**src/rtl/rff_regs.vh**
```
`ifndef RFF_REGS_VH
`define RFF_REGS_VH

// ****************************************
// register offsets
// ****************************************
`define RFF_LINEAR_FAULT_OFS    8'h2d
`define RFF_BUCK3_FAULT_OFS     8'h2e
`define RFF_SOURCE_SUMMARY_OFS  8'h2b

// ****************************************
// reset values
// ****************************************
`define RFF_LINEAR_FAULT_RST    6'h00
`define RFF_BUCK3_FAULT_RST     4'h0

// ****************************************
// linear regulator register fields
// ****************************************
`define RFF_LIN2_UV_BIT         5
`define RFF_LIN2_OC_BIT         4
`define RFF_LIN2_SCG_BIT        3
`define RFF_LIN1_UV_BIT         2
`define RFF_LIN1_OC_BIT         1
`define RFF_LIN1_SCG_BIT        0
`define RFF_LINEAR_WIDTH        6

// ****************************************
// third buck register fields
// ****************************************
`define RFF_THIRD_STEP_DOWN_UNDERVOLT_FLAG_BIT        3
`define RFF_THIRD_STEP_DOWN_NEGATIVE_CURRENT_FLAG_BIT    2
`define RFF_THIRD_STEP_DOWN_OVERCURRENT_FLAG_BIT        1
`define RFF_THIRD_STEP_DOWN_SHORT_FLAG_BIT       0
`define RFF_BUCK3_WIDTH         4

// ****************************************
// summary register fields
// ****************************************
`define RFF_SUM_LINEAR_BIT      5
`define RFF_SUM_BUCK3_BIT       4

// ****************************************
// undervolt mask bit positions (one per rail)
// ****************************************
`define RFF_MASK_LIN1           0
`define RFF_MASK_LIN2           1
`define RFF_MASK_BUCK3          2
`define RFF_MASK_WIDTH          3

`endif

```
**src/rtl/rff_flag_bank.v**
```verilog
`timescale 1ns/1ps
`default_nettype none

// sticky write-one-to-clear flag bank; detection beats any same-cycle clear
module rff_flag_bank #(
  parameter       WIDTH = 4,
  parameter [7:0] RST   = 8'h00
) (
  input  wire             clock,
  input  wire             nrst,
  input  wire [WIDTH-1:0] detect,
  input  wire [WIDTH-1:0] clear,
  output reg  [WIDTH-1:0] flags_q
);

  genvar i;

  // ****************************************
  // one sticky flag per bit
  // ****************************************
  generate
    for (i = 0; i < WIDTH; i = i + 1) begin : g_flag
      always @(posedge clock) begin
        if (!nrst) begin
          flags_q[i] <= RST[i];   // per-bit reset value
        end else if (detect[i]) begin
          flags_q[i] <= 1'b1;
        end else if (clear[i]) begin
          flags_q[i] <= 1'b0;
        end
      end
    end
  endgenerate

endmodule

`default_nettype wire

```
**src/rtl/rff_init_edge.v**
```verilog
`timescale 1ns/1ps
`default_nettype none

// one-cycle pulse on entry into the power init state
module rff_init_edge (
  input  wire clock,
  input  wire nrst,
  input  wire in_init,
  output wire enter_pulse
);

  reg in_init_q;

  // ****************************************
  // remember last state for entry detection
  // ****************************************
  always @(posedge clock) begin
    if (!nrst) begin
      in_init_q <= 1'b0;
    end else begin
      in_init_q <= in_init;
    end
  end

  assign enter_pulse = in_init & ~in_init_q;

endmodule

`default_nettype wire

```
**src/rtl/rff_regulator_fault_flags.v**
```verilog
`timescale 1ns/1ps
`default_nettype none
`include "rff_regs.vh"

module rff_regulator_fault_flags (
  input  wire       clock,
  input  wire       nrst,
  // register port (address/strobe side of the serial interface)
  input  wire [7:0] reg_addr,
  input  wire       reg_wr,
  input  wire [7:0] reg_wdata,
  output reg  [7:0] reg_rdata_q,
  // fault detectors, level high while the fault is present
  input  wire       lin1_uv_det,
  input  wire       lin1_oc_det,
  input  wire       lin1_scg_det,
  input  wire       lin2_uv_det,
  input  wire       lin2_oc_det,
  input  wire       lin2_scg_det,
  input  wire       third_step_down_undervolt_flag_det,
  input  wire       third_step_down_negative_current_flag_det,
  input  wire       third_step_down_overcurrent_flag_det,
  input  wire       third_step_down_short_flag_det,
  // power state and undervolt masks
  input  wire       power_init_state,
  input  wire [2:0] rail_undervolt_mask_bit,
  // flag views
  output reg  [7:0] linear_regulator_fault_flags_q,
  output reg  [7:0] third_buck_fault_flags_q,
  output reg  [7:0] source_summary_q
);

  wire [`RFF_LINEAR_WIDTH-1:0] lin_det;
  wire [`RFF_LINEAR_WIDTH-1:0] lin_clr;
  wire [`RFF_LINEAR_WIDTH-1:0] lin_flags;
  wire [`RFF_BUCK3_WIDTH-1:0]  b3_det;
  wire [`RFF_BUCK3_WIDTH-1:0]  b3_clr;
  wire [`RFF_BUCK3_WIDTH-1:0]  b3_flags;
  wire                         init_enter;
  wire                         wr_lin;
  wire                         wr_b3;
  reg  [7:0]                   rdata_d;

  // address match helper
  function hit;
    input [7:0] addr;
    input [7:0] ofs;
    begin
      hit = (addr == ofs);
    end
  endfunction

  // ****************************************
  // detector to bit mapping
  // ****************************************
  assign lin_det[`RFF_LIN2_UV_BIT]  = lin2_uv_det;
  assign lin_det[`RFF_LIN2_OC_BIT]  = lin2_oc_det;
  assign lin_det[`RFF_LIN2_SCG_BIT] = lin2_scg_det;
  assign lin_det[`RFF_LIN1_UV_BIT]  = lin1_uv_det;
  assign lin_det[`RFF_LIN1_OC_BIT]  = lin1_oc_det;
  assign lin_det[`RFF_LIN1_SCG_BIT] = lin1_scg_det;
  assign b3_det[`RFF_THIRD_STEP_DOWN_UNDERVOLT_FLAG_BIT]     = third_step_down_undervolt_flag_det;
  assign b3_det[`RFF_THIRD_STEP_DOWN_NEGATIVE_CURRENT_FLAG_BIT] = third_step_down_negative_current_flag_det;
  assign b3_det[`RFF_THIRD_STEP_DOWN_OVERCURRENT_FLAG_BIT]     = third_step_down_overcurrent_flag_det;
  assign b3_det[`RFF_THIRD_STEP_DOWN_SHORT_FLAG_BIT]    = third_step_down_short_flag_det;

  // ****************************************
  // init state entry detection
  // ****************************************
  rff_init_edge u_init_edge (
    .clock       (clock),
    .nrst        (nrst),
    .in_init     (power_init_state),
    .enter_pulse (init_enter)
  );

  // ****************************************
  // clear sources: write-one and init entry
  // ****************************************
  assign wr_lin = reg_wr & hit(reg_addr, `RFF_LINEAR_FAULT_OFS);
  assign wr_b3  = reg_wr & hit(reg_addr, `RFF_BUCK3_FAULT_OFS);

  assign lin_clr[`RFF_LIN2_UV_BIT]  = (wr_lin & reg_wdata[`RFF_LIN2_UV_BIT])
                                      | (init_enter & rail_undervolt_mask_bit[`RFF_MASK_LIN2]);
  assign lin_clr[`RFF_LIN2_OC_BIT]  = wr_lin & reg_wdata[`RFF_LIN2_OC_BIT];
  assign lin_clr[`RFF_LIN2_SCG_BIT] = wr_lin & reg_wdata[`RFF_LIN2_SCG_BIT];
  assign lin_clr[`RFF_LIN1_UV_BIT]  = (wr_lin & reg_wdata[`RFF_LIN1_UV_BIT])
                                      | (init_enter & rail_undervolt_mask_bit[`RFF_MASK_LIN1]);
  assign lin_clr[`RFF_LIN1_OC_BIT]  = wr_lin & reg_wdata[`RFF_LIN1_OC_BIT];
  assign lin_clr[`RFF_LIN1_SCG_BIT] = wr_lin & reg_wdata[`RFF_LIN1_SCG_BIT];

  assign b3_clr[`RFF_THIRD_STEP_DOWN_UNDERVOLT_FLAG_BIT]     = (wr_b3 & reg_wdata[`RFF_THIRD_STEP_DOWN_UNDERVOLT_FLAG_BIT])
                                         | (init_enter & rail_undervolt_mask_bit[`RFF_MASK_BUCK3]);
  assign b3_clr[`RFF_THIRD_STEP_DOWN_NEGATIVE_CURRENT_FLAG_BIT] = wr_b3 & reg_wdata[`RFF_THIRD_STEP_DOWN_NEGATIVE_CURRENT_FLAG_BIT];
  assign b3_clr[`RFF_THIRD_STEP_DOWN_OVERCURRENT_FLAG_BIT]     = wr_b3 & reg_wdata[`RFF_THIRD_STEP_DOWN_OVERCURRENT_FLAG_BIT];
  assign b3_clr[`RFF_THIRD_STEP_DOWN_SHORT_FLAG_BIT]    = wr_b3 & reg_wdata[`RFF_THIRD_STEP_DOWN_SHORT_FLAG_BIT];

  // ****************************************
  // sticky flag banks
  // ****************************************
  rff_flag_bank #(
    .WIDTH (`RFF_LINEAR_WIDTH),
    .RST   ({2'b00, `RFF_LINEAR_FAULT_RST})
  ) u_lin_bank (
    .clock   (clock),
    .nrst    (nrst),
    .detect  (lin_det),
    .clear   (lin_clr),
    .flags_q (lin_flags)
  );

  rff_flag_bank #(
    .WIDTH (`RFF_BUCK3_WIDTH),
    .RST   ({4'h0, `RFF_BUCK3_FAULT_RST})
  ) u_b3_bank (
    .clock   (clock),
    .nrst    (nrst),
    .detect  (b3_det),
    .clear   (b3_clr),
    .flags_q (b3_flags)
  );

  // ****************************************
  // read mux, reserved bits zero, unmapped reads zero
  // ****************************************
  always @* begin
    rdata_d = 8'h00;
    if (hit(reg_addr, `RFF_LINEAR_FAULT_OFS)) begin
      rdata_d = {2'b00, lin_flags};
    end else if (hit(reg_addr, `RFF_BUCK3_FAULT_OFS)) begin
      rdata_d = {4'h0, b3_flags};
    end else if (hit(reg_addr, `RFF_SOURCE_SUMMARY_OFS)) begin
      rdata_d[`RFF_SUM_LINEAR_BIT] = |lin_flags;
      rdata_d[`RFF_SUM_BUCK3_BIT]  = |b3_flags;
    end
  end

  // ****************************************
  // registered outputs
  // ****************************************
  always @(posedge clock) begin
    if (!nrst) begin
      reg_rdata_q                    <= 8'h00;
      linear_regulator_fault_flags_q <= 8'h00;
      third_buck_fault_flags_q       <= 8'h00;
      source_summary_q               <= 8'h00;
    end else begin
      reg_rdata_q                    <= rdata_d;
      linear_regulator_fault_flags_q <= {2'b00, lin_flags};
      third_buck_fault_flags_q       <= {4'h0, b3_flags};
      source_summary_q               <= {2'b00, |lin_flags, |b3_flags, 4'h0};
    end
  end

endmodule

`default_nettype wire

```
**config.mk**
```make
export PLATFORM = sky130hd
export DESIGN_NAME = rff_regulator_fault_flags
export DESIGN_NICKNAME = d
export VERILOG_FILES = /design/src/rtl/rff_flag_bank.v /design/src/rtl/rff_init_edge.v /design/src/rtl/rff_regulator_fault_flags.v
export VERILOG_INCLUDE_DIRS = /design/src /design/src/rtl
export SDC_FILE = /design/constraint.sdc
export NUM_CORES = 1
export LEC_CHECK = 0
export BUFFER_PORTS_ARGS = -buffer_cell sky130_fd_sc_hd__buf_2
export CORE_MARGIN = 3
export CORE_UTILIZATION = 40
export DETAILED_ROUTE_END_ITERATION = 12
export HOLD_SLACK_MARGIN = 0.1
export PLACE_DENSITY = 0.68
export SYNTH_ARGS = -nofsm -noshare
export SYNTH_HDL_FRONTEND = slang
export SYNTH_HIERARCHICAL = 1
export SYNTH_SLANG_ARGS = --single-unit
```
**constraint.sdc**
```tcl
create_clock -name clock -period 3.25 [get_ports clock]
set_input_delay 0.325 -clock clock [delete_from_list [all_inputs] [get_ports clock]]
set_output_delay 0.325 -clock clock [all_outputs]
set_load 0.02 [all_outputs]
```
==> summary.txt <==
Routing
  – DR WL/cell: around 12 µm
  – Number of routed nets with antenna violations: 0
  – DRC violations left: 0
  – Vias per cell: 4.70
  – WL final: between 2000 and 2500 µm
  – Met2 wire length: 1120 µm
  – WL met1: 970 µm
  – Met3 wire length: 227 µm
  – DR top layer: met4
  – Vias: around 900
  – 1st-pass router iterations: 4
  – First DRT Iteration DRCs: 13

Worst setup path
  – Worst setup path class: in2reg
  – Worst setup SP type: primary input
  – Critical Path Fanout Max: 8
  – Worst Path Arrival: 1.75 ns
  – Slowest-stage cell, CP: nor4_2
  – Ordered list of cells on the worst path: buf_2, nand4b_1, nor4_2, and3_1, nor2b_4, o21a_1
  – CP Capture Type: flop
  – Worst EP required: 3.47 ns
  – Max stage delay on crit path: between 0.6 and 0.7 ns

Yosys
  – Post-synth cell types: 19
  – Avg Inst Size Synth: 11.4 µm²
  – Mapped Area: 1240 µm²
  – Post-synth top area share: 46.8%
  – Register area share after synthesis: 46.8%
  – Yosys reg bits: 29
  – Yosys warns: 6
  – Mux cell area share after synthesis: 0%
  – Fraction of the mapped netlist area in simple logic gates: 30.6%
  – Gate Count Post-Synth: 109
  – Largest area contributor in the netlist: dfxtp_1
  – Largest family of logic cells by synthesized area: simple AND/OR/NAND/NOR gates
  – Top cells by area, synth: dfxtp_1 47%, nor2b_4 12%, buf_4 8.5%, and2_1 7.6%, o21a_1 6.1%
  – Cell with the most instances after synthesis: dfxtp_1
  – Synth Area in Compound Gates: 12.9%
  – Top cells by count, synth: 29 x dfxtp_1, 15 x and2_1, 14 x buf_4
  – Prevailing post-synth register cell: dfxtp_1
  – Post-synth ARST share: 0%
  – Adder-cell share of the synthesized area: 0%
  – XOR/XNOR Fraction of Synth Area: 0%
  – Number of flops mapped to enable cells by yosys: 0

Outcome
  – Status: finished, final reports clean

Clocking
  – Clk root buf: clkbuf_4
  – Worst skew pair latency: between 0.3 and 0.4 ns
  – Num CTS Buffers: 5
  – CTS Sinks: 29
  – Gates resized, CTS repair: 0
  – # H-tree levels: 2
  – Clk slew on worst S/H paths: 0.09 ns
  – CTS Hold Bufs: 0
  – CTS max path bufs: 2
  – Setup Fix Bufs, Post-CTS: 0
  – TritonCTS clock tree: done

Global route
  – Initial antenna violation count: 0
  – Vias in the first global route: roughly 850
  – Largest net degree at the start of global routing: 23
  – Grt total ovfl: 0
  – Tot GR Track Use: a little over an eighth
  – First-pass GRT wire length: 3570 µm

Placement
  – Port Buffers: 48
  – Post-DP HPWL: 1930 µm
  – Placer Congestion: around 0.75
  – Placed Area: roughly 1500 µm²

Hold path
  – HP Class: in2reg

Timing
  – Max-slew violations: 0
  – Final Setup Violations: 0
  – Final Hold Fails: 0
  – Relative slew margins: 53.3%
  – Tightest Pin Transition: 0.694 ns
  – Achievable Freq: 653 MHz
  – Minimum clock period: 1.53 ns
  – Setup TNS: 0 ns
  – Final Skew: between 0.006 and 0.007 ns
  – Tcrit/Tclk final: 47.1%
  – Unrepaired setup endpoints after global routing: false

Cells and area
  – Filler cells: 250
  – Post-layout nets: 195
  – Layout Utilization: a little over half
  – Final instance area: about 1600 µm²
  – Layout cells sized above 1: between 40% and 50%
  – Multi-input gate area: 592 µm²
  – Area grow syn2layout: 25.9%
  – Reg area: slightly below 600 µm²
  – Number of antenna diodes: 0

Pwr
  – P per Cell Area: approximately 540 nW/µm²
  – Worst VDD drop: 0.000210 V
  – Lkg Pwr: 0.782 nW

Job
  – Max-cap check violation count: 0

Die
  – Die area: 3800 µm²
  – Die height: 61.7 µm
  – Initial core utilization: 43.5%
  – Core Box Area: 2850 µm²
  – # rows: 19
  – Top Ports: 65
  – Die Wd: 61.7 µm
==> placed cells by master, fill, tap and decap left out <==
cell       count
and3_1         3
clkinv_2       1
o21a_1        10
nor4_1         3
a22o_1         8
dfxtp_1       29
a32o_1         1
inv_1          2
and2_1        15
nand4b_1       2
nor2_1         2
nor2b_4       11
a21oi_1        1
nor4_2         1
buf_2         48
bufinv_16      2
or4b_4         1
nor3_4         2
clkbuf_4       5
nand2b_1       2
conb_1        14
==> per-layer routing <==
layer  track usage, %  vias up
li1                 -      452
met1             14.6      404
met2             21.7       47
met3             5.45        8
met4             5.45        0
met5                0        -
==> cells by family (layout without fill, tap and decap cells) <==
kind of cell           count (synthesis)  after routing
AND/OR/NAND/NOR                       42             42
flip-flops                            29             29
buffers and inverters                 17             58
AO/OA/AOI/OAI                         20             20
other                                  1             14
==> final cells by class <==
class	count	area share [%]
multi-input cells	76	37.9
repair buffers	48	15.4
flip-flops and latches	29	37.2
clock inverters	3	4.17
clock buffers	5	2.40
well taps	31	2.48
inverters	2	0.481
==> path summary, 6_finish.rpt <==
kind,from,to,slack (ns),depth (start not counted)
worst max-delay path,reg_addr[4],u_b3_bank/flags_q[1],1.72,6
worst min-delay path,third_step_down_undervolt_flag_det,u_b3_bank/flags_q[3],0.21,2
worst max register to register,u_lin_bank/flags_q[3],reg_rdata_q[5],2.15,3
worst min register to register,u_lin_bank/flags_q[3],linear_regulator_fault_flags_q[3],0.52,1
==> registers in the layout, summed over array words and instances (netlist names) <==
signal and cells:
linear_regulator_fault_flags_q 6, reg_rdata_q 6, source_summary_q 2, third_buck_fault_flags_q 4, u_b3_bank/flags_q 4, u_init_edge/in_init_q 1
u_lin_bank/flags_q 6
==> stage by stage <==
step / worst slack, ns / hold WS [ns] / power [mW] / cells
5_1_grt: 1.59 / 0.205 / 0.875 / 194
4_1_cts: 1.69 / 0.194 / 0.852 / 194
3_5_place_dp: 1.34 / 0.503 / 0.492 / 186
2_1_floorplan: 1.64 / 0.442 / 0.467 / 122
3_3_place_gp: 1.35 / 0.496 / 0.489 / 186
6_report: 1.72 / 0.209 / 0.843 / 194
==> report_power, final <==
part	total [mW]	internal (mW)	leakage (nW)	switching, mW
registers	0.384	0.373	0.240	0.0102
clock network	0.360	0.238	0.0552	0.122
logic	0.0995	0.0456	0.487	0.0539
==> critical path: cells and delay by family <==
family | cells | cell delay (ns)
AOI/OAI and AO/OA | 1 | 0.17
buffers and inverters | 1 | 0.10
and+or+nand+nor | 4 | 1.16
Note: power is estimated with default switching activity, not from simulation.
